==> config.mk <==
export PLATFORM = sky130hd
export DESIGN_NAME = ufcb_top
export DESIGN_NICKNAME = d
export VERILOG_FILES = /design/src/design/ufcb_pkg.sv /design/src/design/ufcb_top.sv
export SDC_FILE = /design/constraint.sdc
export NUM_CORES = 1
export LEC_CHECK = 0
export ABC_AREA = 1
export BUFFER_PORTS_ARGS = -buffer_cell sky130_fd_sc_hd__buf_2
export CAP_MARGIN = 20
export CORE_MARGIN = 8
export CORE_UTILIZATION = 41
export CTS_BUF_LIST = sky130_fd_sc_hd__clkbuf_8
export DETAILED_ROUTE_END_ITERATION = 12
export PLACE_DENSITY = 0.63
export SLEW_MARGIN = 15
export SYNTH_ARGS = -nofsm -noshare
export SYNTH_HDL_FRONTEND = slang
export SYNTH_SLANG_ARGS = --single-unit
==> constraint.sdc <==
create_clock -name CLK_SYS_I -period 6.5 [get_ports CLK_SYS_I]
set_input_delay 0.65 -clock CLK_SYS_I [delete_from_list [all_inputs] [get_ports CLK_SYS_I]]
set_output_delay 0.65 -clock CLK_SYS_I [all_outputs]
set_load 0.01 [all_outputs]
==> src/design/ufcb_pkg.sv <==
package ufcb_pkg;
    // register indices; byte address is four times the index
    localparam logic [7:0] IDX_DATA = 8'h20;
    localparam logic [7:0] IDX_DIV0_LO = 8'h21;
    localparam logic [7:0] IDX_DIV0_HI = 8'h22;
    localparam logic [7:0] IDX_DETECT = 8'h23;
    localparam logic [7:0] IDX_FRAME = 8'h24;
    localparam logic [7:0] IDX_XFER = 8'h25;
    localparam logic [7:0] IDX_STATUS = 8'h26;
    localparam logic [7:0] IDX_DIV1_LO = 8'h74;
    localparam logic [7:0] IDX_DIV1_HI = 8'h75;
    localparam int IDX_LSB = 2;
    localparam int MAP_BITS = 10;

    localparam logic [7:0] FRAME_RST = 8'h06;
    localparam logic [7:0] REG_RST = 8'h00;

    localparam int FRM_CPOL = 0;
    localparam int FRM_CPHA = 1;
    localparam int FRM_ORDER = 2;
    localparam int FRM_STOP = 3;
    localparam int FRM_PODD = 4;
    localparam int FRM_PEN = 5;
    localparam int XF_TXB8 = 0;
    localparam int XF_SIZE2 = 2;
    localparam int XF_TXEN = 3;
    localparam int XF_RXEN = 4;
    localparam int XF_RXCIE = 7;
    localparam int ST_TXC = 6;
    localparam int SD_SFDE = 5;
    localparam int SD_RXS = 6;
    localparam int SD_RXSIE = 7;

    localparam logic [1:0] MODE_ASYNC = 2'h0;
    localparam logic [1:0] MODE_SYNC = 2'h1;
    localparam logic [1:0] MODE_SPI = 2'h3;
    localparam logic [3:0] SPI_BITS = 4'h8;
    localparam logic [4:0] SPI_TICKS = 5'h10;

    typedef enum logic {RX_IDLE, RX_BUSY} ufcb_rx_state_t;

    function automatic logic [3:0] ufcb_char_bits(input logic [2:0] code);
        case (code)
            3'h0: return 4'h5;
            3'h1: return 4'h6;
            3'h2: return 4'h7;
            3'h7: return 4'h9;
            default: return 4'h8;
        endcase
    endfunction : ufcb_char_bits

    function automatic logic ufcb_parity(input logic [8:0] d,
            input logic [3:0] n, input logic odd);
        logic p;
        p = odd;
        for (int i = 0; i < 9; i++) begin
            if (4'(i) < n) begin
                p = p ^ d[i];
            end
        end
        return p;
    endfunction : ufcb_parity
endpackage : ufcb_pkg

==> src/design/ufcb_top.sv <==
// Behaviour
// - mode field 00 async, 01 sync, 11 master SPI, 10 reserved.
// - parity 00 off, 10 even, 11 odd; transmitter appends parity bit.
// - receiver checks parity and sets parity error on mismatch.
// - stop select gives one or two transmitted stop bits; receiver ignores.
// - three-bit size code gives 5 to 8 or 9 data bits.
// - sync mode changes data on one clock edge, samples on the other.
// - start detection sets start flag; cleared only by writing one.
// - start irq only when its enable, global enable and flag set.
// - start frame detector watches idle-to-start fall and wakes processor.
// - start and complete enables choose wake sources when detector on.
// - low five bits of start detect register read zero.
// - twelve-bit divisor split as four high and eight low bits.
// - writing low divisor byte reloads the prescaler at once.
// - SPI mode drops parity and uart control for common transfer control.
// - master bit rate is clock over twice divisor plus one.
// - SPI transfer clock can reach half the system clock.
// - SPI has four clock modes, bit order and queued transfers.
// - receive complete flag follows unread data; disable flushes it.
//
// The implementer's own choice: the AHB-Lite interface to the registers.
module ufcb_top import ufcb_pkg::*; #(
    parameter int ADDR_W = 12
) (
    input wire logic CLK_SYS_I,
    input wire logic RST_I,
    input wire logic HSEL_I,
    input wire logic [ADDR_W-1:0] HADDR_I,
    input wire logic [1:0] HTRANS_I,
    input wire logic HWRITE_I,
    input wire logic [2:0] HSIZE_I,
    input wire logic [31:0] HWDATA_I,
    input wire logic HREADY_I,
    output logic [31:0] HRDATA_O,
    output logic HREADYOUT_O,
    output logic HRESP_O,
    input wire logic RXD_I,
    output logic TXD_O,
    output logic XCK_O,
    output logic XCK_OE_O,
    input wire logic XCK_DIR_I,
    input wire logic GLOBAL_IRQ_EN_I,
    output logic RX_START_IRQ_O,
    output logic RX_COMPLETE_IRQ_O,
    output logic WAKE_O,
    output logic BAUD1_TICK_O
);
    logic dp_wr_r, dp_rd_r, dp_ok_r;
    logic [7:0] dp_idx_r, rd_byte;
    logic [7:0] frame_r;
    logic rxcie_r, rxen_r, txen_r, size2_r, txb8_r;
    logic rxsie_r, rxs_r, sfde_r, txc_r;
    logic [7:0] div_lo_r [2];
    logic [3:0] div_hi_r [2];
    logic [11:0] cnt_r [2];
    logic [1:0] wr_lo, wr_hi;
    logic wr_sel, wr_frame, wr_xfer, wr_det, wr_data, wr_stat, rd_data;
    logic spi, sync, asyn, uart_on, par_en, cpha, tick, phase_r;
    logic shift_ev, samp_ev, samp;
    logic [3:0] nbits, tx_len, rx_total, rx_cnt_r, rx_idx;
    logic [8:0] tx_buf_r, rx_sh_r, rx_word, rx_data_r;
    logic [7:0] spi_bits;
    logic [12:0] tx_sh_r, tx_frame;
    logic [4:0] tx_left_r;
    logic tx_full_r, txd_r, tx_load, tx_done;
    logic rx_s1_r, rx_s2_r, rx_s3_r, rx_f_r, rx_fall, rx_ph_r;
    logic rx_pbit_r, rx_valid_r, rx_perr_r, rx_push, rx_false;
    ufcb_rx_state_t rx_state_r;

    // bus slave: zero wait states, always OKAY
    assign HREADYOUT_O = 1'b1;
    assign HRESP_O = 1'b0;

    always_ff @(posedge CLK_SYS_I or posedge RST_I) begin
        if (RST_I) begin
            dp_wr_r <= 1'b0;
            dp_rd_r <= 1'b0;
            dp_ok_r <= 1'b0;
            dp_idx_r <= 8'h00;
        end else begin
            dp_wr_r <= HSEL_I && HTRANS_I[1] && HREADY_I && HWRITE_I &&
                       HSIZE_I == 3'h2;
            dp_rd_r <= HSEL_I && HTRANS_I[1] && HREADY_I && !HWRITE_I;
            dp_ok_r <= HADDR_I[1:0] == 2'h0 && (HADDR_I >> MAP_BITS) == '0;
            dp_idx_r <= HADDR_I[IDX_LSB +: 8];
        end
    end

    assign wr_sel = dp_wr_r && dp_ok_r;
    assign wr_frame = wr_sel && dp_idx_r == IDX_FRAME;
    assign wr_xfer = wr_sel && dp_idx_r == IDX_XFER;
    assign wr_det = wr_sel && dp_idx_r == IDX_DETECT;
    assign wr_data = wr_sel && dp_idx_r == IDX_DATA;
    assign wr_stat = wr_sel && dp_idx_r == IDX_STATUS;
    assign wr_lo = {wr_sel && dp_idx_r == IDX_DIV1_LO,
                    wr_sel && dp_idx_r == IDX_DIV0_LO};
    assign wr_hi = {wr_sel && dp_idx_r == IDX_DIV1_HI,
                    wr_sel && dp_idx_r == IDX_DIV0_HI};
    assign rd_data = dp_rd_r && dp_ok_r && dp_idx_r == IDX_DATA;

    always_comb begin
        case (dp_idx_r)
            IDX_DATA: rd_byte = rx_data_r[7:0];
            IDX_DIV0_LO: rd_byte = div_lo_r[0];
            IDX_DIV0_HI: rd_byte = {4'h0, div_hi_r[0]};
            IDX_DIV1_LO: rd_byte = div_lo_r[1];
            IDX_DIV1_HI: rd_byte = {4'h0, div_hi_r[1]};
            IDX_DETECT: rd_byte = {rxsie_r, rxs_r, sfde_r, 5'h00};
            IDX_FRAME: rd_byte = frame_r;
            IDX_XFER: rd_byte = {rxcie_r, 2'h0, rxen_r, txen_r, size2_r,
                                 rx_data_r[8], txb8_r};
            IDX_STATUS: rd_byte = {rx_valid_r, txc_r, !tx_full_r, 2'h0,
                                   rx_perr_r, 2'h0};
            default: rd_byte = 8'h00;
        endcase
    end
    assign HRDATA_O = (dp_rd_r && dp_ok_r) ? {24'h00_0000, rd_byte} : '0;

    // software-written control state
    always_ff @(posedge CLK_SYS_I or posedge RST_I) begin
        if (RST_I) begin
            frame_r <= FRAME_RST;
            {rxcie_r, rxen_r, txen_r, size2_r, txb8_r} <= 5'h00;
            {rxsie_r, sfde_r} <= 2'h0;
            div_lo_r <= '{default: REG_RST};
            div_hi_r <= '{default: 4'h0};
        end else begin
            if (wr_frame) begin
                frame_r <= HWDATA_I[7:0];
            end
            if (wr_xfer) begin
                rxcie_r <= HWDATA_I[XF_RXCIE];
                rxen_r <= HWDATA_I[XF_RXEN];
                txen_r <= HWDATA_I[XF_TXEN];
                size2_r <= HWDATA_I[XF_SIZE2];
                txb8_r <= HWDATA_I[XF_TXB8];
            end
            if (wr_det) begin
                rxsie_r <= HWDATA_I[SD_RXSIE];
                sfde_r <= HWDATA_I[SD_SFDE];
            end
            for (int c = 0; c < 2; c++) begin
                if (wr_lo[c]) begin
                    div_lo_r[c] <= HWDATA_I[7:0];
                end
                if (wr_hi[c]) begin
                    div_hi_r[c] <= HWDATA_I[3:0];
                end
            end
        end
    end

    // mode decode; code 10 runs neither engine
    assign spi = frame_r[7:6] == MODE_SPI;
    assign sync = frame_r[7:6] == MODE_SYNC;
    assign asyn = frame_r[7:6] == MODE_ASYNC;
    assign uart_on = asyn || sync;
    assign par_en = !spi && frame_r[FRM_PEN];
    assign cpha = frame_r[FRM_CPHA];
    assign nbits = spi ? SPI_BITS
                       : ufcb_char_bits({size2_r, frame_r[2:1]});

    // baud prescalers; channel 1 only supplies its tick
    always_ff @(posedge CLK_SYS_I or posedge RST_I) begin
        if (RST_I) begin
            cnt_r <= '{default: 12'h000};
        end else begin
            for (int c = 0; c < 2; c++) begin
                if (wr_lo[c]) begin
                    cnt_r[c] <= {div_hi_r[c], HWDATA_I[7:0]};
                end else if (cnt_r[c] == 12'h000) begin
                    cnt_r[c] <= {div_hi_r[c], div_lo_r[c]};
                end else begin
                    cnt_r[c] <= cnt_r[c] - 12'h001;
                end
            end
        end
    end
    assign tick = cnt_r[0] == 12'h000;
    assign BAUD1_TICK_O = cnt_r[1] == 12'h000;

    // ticks alternate the clock phase: two ticks per bit
    always_ff @(posedge CLK_SYS_I or posedge RST_I) begin
        if (RST_I) begin
            phase_r <= 1'b0;
        end else if (spi && tx_left_r == 5'h00) begin
            phase_r <= 1'b0;
        end else if (tick) begin
            phase_r <= !phase_r;
        end
    end
    assign shift_ev = tick && !(phase_r ^ (spi && !cpha));
    assign samp_ev = tick && (phase_r ^ (spi && !cpha));
    assign XCK_O = (sync || (spi && tx_left_r != 5'h00)) ?
                   phase_r ^ frame_r[FRM_CPOL] : frame_r[FRM_CPOL];
    assign XCK_OE_O = XCK_DIR_I && (sync || spi);

    // transmit frame image after the start bit, lsb first
    always_comb begin
        tx_frame = '1;
        for (int i = 0; i < 9; i++) begin
            if (4'(i) < nbits) begin
                tx_frame[i] = tx_buf_r[i];
            end
        end
        if (par_en) begin
            tx_frame[nbits] = ufcb_parity(tx_buf_r, nbits,
                                          frame_r[FRM_PODD]);
        end
        tx_len = 4'h2 + nbits + {3'h0, par_en} +
                 {3'h0, frame_r[FRM_STOP]};
        spi_bits = tx_buf_r[7:0];
        if (!frame_r[FRM_ORDER]) begin
            spi_bits = {<<{tx_buf_r[7:0]}};
        end
    end

    assign tx_load = txen_r && tx_full_r &&
                     ((uart_on && shift_ev && tx_left_r <= 5'h01) ||
                      (spi && tx_left_r == 5'h00));
    assign tx_done = !tx_full_r && tx_left_r == 5'h01 &&
                     ((uart_on && shift_ev) || (spi && tick));

    always_ff @(posedge CLK_SYS_I or posedge RST_I) begin
        if (RST_I) begin
            tx_sh_r <= '1;
            tx_left_r <= 5'h00;
            txd_r <= 1'b1;
        end else if (tx_load && spi) begin
            tx_left_r <= SPI_TICKS;
            tx_sh_r <= cpha ? {5'h1f, spi_bits} : {6'h3f, spi_bits[7:1]};
            if (!cpha) begin
                txd_r <= spi_bits[0];
            end
        end else if (tx_load) begin
            txd_r <= 1'b0;
            tx_sh_r <= tx_frame;
            tx_left_r <= 5'(tx_len);
        end else if (spi) begin
            if (tx_left_r != 5'h00 && tick) begin
                tx_left_r <= tx_left_r - 5'h01;
            end
            if (tx_left_r != 5'h00 && shift_ev) begin
                txd_r <= tx_sh_r[0];
                tx_sh_r <= {1'b1, tx_sh_r[12:1]};
            end
        end else if (uart_on && shift_ev) begin
            if (tx_left_r > 5'h01) begin
                txd_r <= tx_sh_r[0];
                tx_sh_r <= {1'b1, tx_sh_r[12:1]};
                tx_left_r <= tx_left_r - 5'h01;
            end else begin
                txd_r <= 1'b1;
                tx_left_r <= 5'h00;
            end
        end
    end
    assign TXD_O = txd_r;

    // one-entry queue in front of the shifter
    always_ff @(posedge CLK_SYS_I or posedge RST_I) begin
        if (RST_I) begin
            tx_full_r <= 1'b0;
            tx_buf_r <= 9'h000;
            txc_r <= 1'b0;
        end else begin
            if (wr_data && txen_r && !tx_full_r) begin
                tx_buf_r <= {txb8_r, HWDATA_I[7:0]};
            end
            tx_full_r <= (wr_data && txen_r && !tx_full_r) ||
                         (tx_full_r && !tx_load);
            txc_r <= tx_done || (txc_r && !(wr_stat && HWDATA_I[ST_TXC]));
        end
    end

    // receive line: three stages, change taken when last two agree
    always_ff @(posedge CLK_SYS_I or posedge RST_I) begin
        if (RST_I) begin
            {rx_s1_r, rx_s2_r, rx_s3_r, rx_f_r} <= 4'hf;
        end else begin
            rx_s1_r <= RXD_I;
            rx_s2_r <= rx_s1_r;
            rx_s3_r <= rx_s2_r;
            if (rx_s2_r == rx_s3_r) begin
                rx_f_r <= rx_s3_r;
            end
        end
    end
    assign rx_fall = rx_f_r && rx_s2_r == rx_s3_r && !rx_s3_r;

    always_ff @(posedge CLK_SYS_I or posedge RST_I) begin
        if (RST_I) begin
            rxs_r <= 1'b0;
        end else begin
            rxs_r <= (rx_fall && (rxen_r || sfde_r)) ||
                     (rxs_r && !(wr_det && HWDATA_I[SD_RXS]));
        end
    end

    assign samp = asyn ? tick && !rx_ph_r : samp_ev;
    assign rx_total = spi ? SPI_BITS : 4'h2 + nbits + {3'h0, par_en};
    assign rx_idx = spi ? (frame_r[FRM_ORDER] ? rx_cnt_r : 4'h7 - rx_cnt_r)
                        : rx_cnt_r - 4'h1;
    assign rx_false = !spi && rx_cnt_r == 4'h0 && rx_f_r;
    assign rx_push = rx_state_r == RX_BUSY && samp && !rx_false &&
                     rx_cnt_r == rx_total - 4'h1;
    always_comb begin
        rx_word = rx_sh_r;
        if (spi) begin
            rx_word[rx_idx] = rx_f_r;
        end
    end

    always_ff @(posedge CLK_SYS_I or posedge RST_I) begin
        if (RST_I) begin
            rx_state_r <= RX_IDLE;
            rx_cnt_r <= 4'h0;
            rx_ph_r <= 1'b0;
            rx_sh_r <= 9'h000;
            rx_pbit_r <= 1'b0;
        end else if (!rxen_r) begin
            rx_state_r <= RX_IDLE;
        end else if (tx_load && spi) begin
            rx_state_r <= RX_BUSY;
            rx_cnt_r <= 4'h0;
            rx_sh_r <= 9'h000;
        end else begin
            unique case (rx_state_r)
                RX_IDLE: begin
                    rx_ph_r <= 1'b0;
                    rx_sh_r <= 9'h000;
                    if (asyn && rx_fall) begin
                        rx_state_r <= RX_BUSY;
                        rx_cnt_r <= 4'h0;
                    end else if (sync && samp_ev && !rx_f_r) begin
                        rx_state_r <= RX_BUSY;
                        rx_cnt_r <= 4'h1;
                    end
                end
                RX_BUSY: begin
                    if (asyn && tick) begin
                        rx_ph_r <= !rx_ph_r;
                    end
                    if (samp) begin
                        rx_cnt_r <= rx_cnt_r + 4'h1;
                        if (spi || (rx_cnt_r != 4'h0 &&
                                    rx_cnt_r <= nbits)) begin
                            rx_sh_r[rx_idx] <= rx_f_r;
                        end
                        if (rx_cnt_r == nbits + 4'h1) begin
                            rx_pbit_r <= rx_f_r;
                        end
                        if (rx_false || rx_cnt_r == rx_total - 4'h1) begin
                            rx_state_r <= RX_IDLE;
                        end
                    end
                end
            endcase
        end
    end

    // receive buffer: a full buffer keeps its word, the newer is dropped
    always_ff @(posedge CLK_SYS_I or posedge RST_I) begin
        if (RST_I) begin
            rx_valid_r <= 1'b0;
            rx_data_r <= 9'h000;
            rx_perr_r <= 1'b0;
        end else if (!rxen_r) begin
            rx_valid_r <= 1'b0;
        end else if (rx_push && (!rx_valid_r || rd_data)) begin
            rx_valid_r <= 1'b1;
            rx_data_r <= rx_word;
            rx_perr_r <= par_en && ufcb_parity(rx_word, nbits,
                             frame_r[FRM_PODD]) != rx_pbit_r;
        end else if (rd_data) begin
            rx_valid_r <= 1'b0;
        end
    end

    assign RX_START_IRQ_O = rxsie_r && GLOBAL_IRQ_EN_I && rxs_r;
    assign RX_COMPLETE_IRQ_O = rxcie_r && GLOBAL_IRQ_EN_I && rx_valid_r;
    assign WAKE_O = sfde_r && GLOBAL_IRQ_EN_I &&
                    ((rxsie_r && rxs_r) || (rxcie_r && rx_valid_r));
endmodule : ufcb_top

; ---- Yosys cells after proc, flatten, opt, wreduce, memory -nomap -nowiden
; Index checks and enable logic that the tools add are counted.
[classes]
addsub = 11
n_lt_le_gt_ge = 16
eq_ne = 28
muxes = 119
bitwise = 22
n_reduce_logical = 116
[op_table]
columns = operator, count
row1 = $mux 13, 7
row2 = $mux 1, 77
row3 = $pmux 8 s9, 1
row4 = $logic_and 1x1->1, 68
row5 = $eq 8x6->1 const B, 7
row6 = $mux 12, 4
row7 = $logic_not 12->1, 3
row8 = $mux 9, 4
row9 = $mux 4, 8
row10 = $mux 5, 6
row11 = $mux 8, 3
row12 = $sub 12x1->12 const B, 2
row13 = $xor 1x1->1, 20
row14 = $pmux 9 s2, 1
row15 = $eq 8x7->1 const B, 2
row16 = $lt 3x4->1 const A, 4
row17 = $pmux 4 s4, 1
row18 = $reduce_and 3->1, 5
row19 = $logic_not 1->1, 14
row20 = $bwmux 13, 1
row21 = $logic_or 1x1->1, 13
row22 = $reduce_bool 4->1, 3
row23 = $lt 4x5->1 const B, 2
row24 = $bwmux 9, 1
row25 = other kinds (40), 55
[totals]
register_bits = 137
input_bits = 57
output_inout_bits = 41

; ---- Longest topological paths before layout
[depth]
ltp_word = 47
mapped_depth = 25

; ---- Worst setup path before layout
; No wires, ideal clock.
[synth_timing]
path_type = register to register
start = reg frame_r[6]
end = reg rx_data_r[3]
setup_time_ns = 0.127
t_arrival_ns = 3.368
required_time_ns = 6.373
setup_slack_ns = 3.005
path_stages_with_launch = 23
path_buffers = 5
period_less_slack_ns = 3.495
cell_sequence = dfrtp_1 buf_2 nand2_4 clkinv_2 clkbuf_1 clkbuf_1 a21oi_1 o21a_1 ha_1 inv_1 ha_1 inv_1 nand2_1 ha_1 xor2_1 nand3_1 a21oi_1 o211ai_1 or2_1 buf_2 buf_2 nand2_1 o21ai_0
[synth_via]
elab_chain_len = 10
[synth_lines]
columns = element, line
row1 = "start, declared", ufcb_top.sv:50  ; logic [7:0] frame_r;
row2 = "start signal, assigned", ufcb_top.sv:129  ; frame_r <= HWDATA_I[7:0];
row3 = $eq 2x2->1, ufcb_top.sv:154  ; assign spi = frame_r[7:6] == MODE_SPI;
row4 = $mux 4 (tied with other cells), ufcb_top.sv:160  ; assign nbits = spi ? SPI_BITS
row5 = $add 2x4->4 (tied with other cells), ufcb_top.sv:301  ; assign rx_total = spi ? SPI_BITS : 4'h2 + nbits + {3'h0, par_en};
row6 = $add 4x1->4 or $logic_and 1x1->1 (tied branches), "ufcb_top.sv:301, ufcb_top.sv:193"
row7 = $mux 4 or $mux 1 (tied branches), "ufcb_top.sv:301, ufcb_top.sv:300"
row8 = $sub 4x1->4 or $logic_and 1x1->1 (tied branches), "ufcb_top.sv:306, ufcb_top.sv:305"
row9 = $eq 4x4->1 or $logic_and 1x1->1 (tied branches), "ufcb_top.sv:306, ufcb_top.sv:305"
row10 = $logic_and 1x1->1, ufcb_top.sv:305  ; assign rx_push = rx_state_r == RX_BUSY && samp && !rx_false &&
row11 = $logic_and 1x1->1, ufcb_top.sv:370  ; end else if (rx_push && (!rx_valid_r || rd_data)) begin
row12 = $reduce_and 2->1 (no line), n/a
row13 = "end signal, assigned", ufcb_top.sv:372  ; rx_data_r <= rx_word;
row14 = "end, declared", ufcb_top.sv:61  ; logic [8:0] tx_buf_r, rx_sh_r, rx_word, rx_data_r;
; Parallel ways exist; a longest one is shown, timed or not.
; A chain may end at the register's enable or synchronous reset.

; ---- Final worst setup path
[layout_timing]
start = reg frame_r[6]
end = reg rx_data_r[6]
; The elaborated chain is that of the path after synthesis.

==> out/metrics.cfg <==
[setup_path]
reg2reg_depth=16
path_max_fanout=31
crit_path_start_kind=flip-flop
cp_data_required_time_ns=6.85
r2r-end=rx_data_r[6]
crit_start=frame_r[6]
worst-setup-path-type=flip-flop to flip-flop
cp-end-kind=flip-flop
cp-endpoint=rx_data_r[6]
r2r-start=frame_r[6]
arrival_ns=4.71
reg2reg_slack_ns=2.14

[synth]
yosysWarnings=0
netlist_top_cells_area=dfrtp_1 34%, nand2_1 15%, o21ai_0 7.5%
synth-main-ff-cell=dfrtp_1
synth-edff-count=0
synth.distinct_cells=53
syn_area_um2=8610
syn_inst=1186
ys_seq_elements=137
synthArstFlopShare_pct=100
avgSynthCellArea_um2=7.26
yosysSeqAreaShare_pct=40.1
yosysTopAreaCellShare_pct=34.0
yosysTopAreaCell=dfrtp_1

[floorplan]
rows=53
fp.dieW_um=161
dieArea_um2=25900
initial_core_util_pct=41.3
core_um2=20800
die_h_um=161
ioPinCount=98

[pwr]
leakage_uw=0.00471
fin_total_pwr_uw=1690
clockPowerShare_pct=43.4
ir_drop_mv=0.133
intPower_uw=1210
seq_power_share_pct=51.4
power_frac_comb_pct=5.2
p_switching_uw=484
powerDensity_nw_per_um2=181
netSwitchingFraction_pct=28.5

[global_route]
grt_pass1_vias=7290
antenna_found_initial=0
grt_util_all_layers_pct=18.2
grt_overflow=0
grt_first_pass_wirelength_mm=38.1
grt_max_degree=75

[clock_network]
insertion_delay_ns=0.47
cts_hold_buf=0
cts_buffers=17
htreeDepth=4
root_buffer=clkbuf_8
path_clk_slew_ns=0.09
cts_tree=done
clock_path_buffers=2
cts_setup_buffers=0
cts.repair.resized=0
clock-sinks=137

[sta]
tns_ns=0
setup_viol=0
rsz0062_at_grt=false
slew-limit-headroom_pct=37.1
slew_violations=0
fin_worst_skew_ns=0.0128
hold_viol=0
worst_slew_pin_slew_ns=0.943
fin_crit_ns=4.36
min_period_over_period_pct=67.0
max_freq_mhz=230

[final_layout]
layout_common_cells=342 x nand2_1, 140 x inv_1, 129 x o21ai_0, 117 x dfrtp_1, 88 x nor2_1
synthToLayoutAreaGrowth_pct=8.81
final_common_cell=nand2_1
fillCellCount=2171
final_layout_size_suffix_gt1_share_pct=10.9
num_antenna_cells=0
nets=1299

[job]
maxCapViolCount=0

[hold_path]
hp-class=input port to asynchronous set/reset pin

[place]
place.gp.congestion=0.865
hpwl_mm=17.3
io_buffer_count=46

[routing]
wirelength_mm=23.3
wl_per_cell_um=15.4
avgViaCountPerCell=5.16
drc=0
drt_iter0_drc=560
drt_pass1_iterations=6
drtAntennaViolNets=0
route.vias.total=7779

[run_status]
status=finished, final reports clean

## cell usage after synthesis, drive strengths merged (2+ instances only)
cell type	count
nand2	349
o22ai	8
a21oi	25
nand3	85
a32o	5
a221oi	7
a22oi	3
o21a	3
nor3	15
xnor2	9
or2	6
o21ai	135
dfstp	20
ha	22
conb	2
mux2	5
o211ai	10
a211oi	3
o31ai	2
nand4	18
nor4	4
clkbuf	17
buf	39
a31oi	7
inv	147
xor2	20
clkinv	2
nor2	94
dfrtp	117
## flip-flops by register name, indices dropped and copies added (netlist names), 4 cells and up
name	count
tx_left_r	5
tx_buf_r	9
tx_sh_r	13
div_hi_r	8
rx_cnt_r	4
dp_idx_r	8
rx_sh_r	9
cnt_r	24
frame_r	8
div_lo_r	16
rx_data_r	9
## critical path, cell delays in order, from the launching register on
cell      delay (ns)
dfrtp_1         0.56
nand2_4         0.39
clkinv_2        0.46
a21oi_1         0.25
o21a_1          0.27
ha_1            0.21
inv_1           0.05
ha_1            0.26
inv_1           0.10
nand2_1         0.08
ha_1            0.31
xor2_1          0.14
nand3_1         0.09
a21oi_1         0.04
o211ai_1        0.15
or2_1           0.47
mux2_2          0.39
## worst min path at each step
stage	cells after the start	endpoint
2_1_floorplan	0	rx_s2_r
3_3_place_gp	0	rx_s2_r
3_5_place_dp	0	rx_s2_r
4_1_cts	1	rx_s1_r
5_1_grt	1	rx_s1_r
6_report	2	tx_left_r[0]
## logic make-up (layout without fill, tap and decap cells)
logic type / Yosys count / count (layout) / share of synthesized area [%]
AND/OR/NAND/NOR: 573 / 573 / 28.5
AO/OA/AOI/OAI: 213 / 213 / 14.1
buffers and inverters: 205 / 228 / 10.4
flip-flops: 137 / 137 / 40.1
XOR/XNOR: 29 / 29 / 2.95
adder cells (fa/ha/maj): 22 / 22 / 3.20
multiplexers: 5 / 5 / 0.654
other: 2 / 26 / 0.0873
## stage by stage
step	worst slack, ns	utilization (%)	cell area, µm²	hold WS, ns	std cells
after global placement	2.22	43.0	8950	0.349	1476
after detailed placement	2.19	43.0	8950	0.348	1476
after floorplan	2.22	-	8700	0.345	1210
final	2.14	45.0	9360	0.267	1508
after CTS	2.16	45.0	9360	0.249	1508
after global routing	1.81	45.0	9360	0.249	1508
## area by class of cell
cell class              instances  area (µm²)  area share, %
clock buffers                  17         234           2.50
clock inverters                15         176           1.88
inverters                     149         571           6.09
multi-input cells             868        4350           46.4
flip-flops and latches        137        3450           36.9
well taps                     275         344           3.67
repair buffers                 47         238           2.54
## power by group through the flow
stage / logic, µW / clock network (µW) / registers, µW
finish: 88.0 / 735 / 872
global route: 102 / 785 / 874
CTS: 88.9 / 751 / 872
detailed placement: 88.8 / 0 / 888
global placement: 88.0 / 0 / 888
floorplan: 70.6 / 0 / 884
## per-layer routing
metal	GRT usage, %	wire length [µm]
met1	24.8	11000
met2	28.5	10700
met3	3.53	1130
met4	5.93	440
met5	0	0
Note: power is estimated with default switching activity, not from simulation.
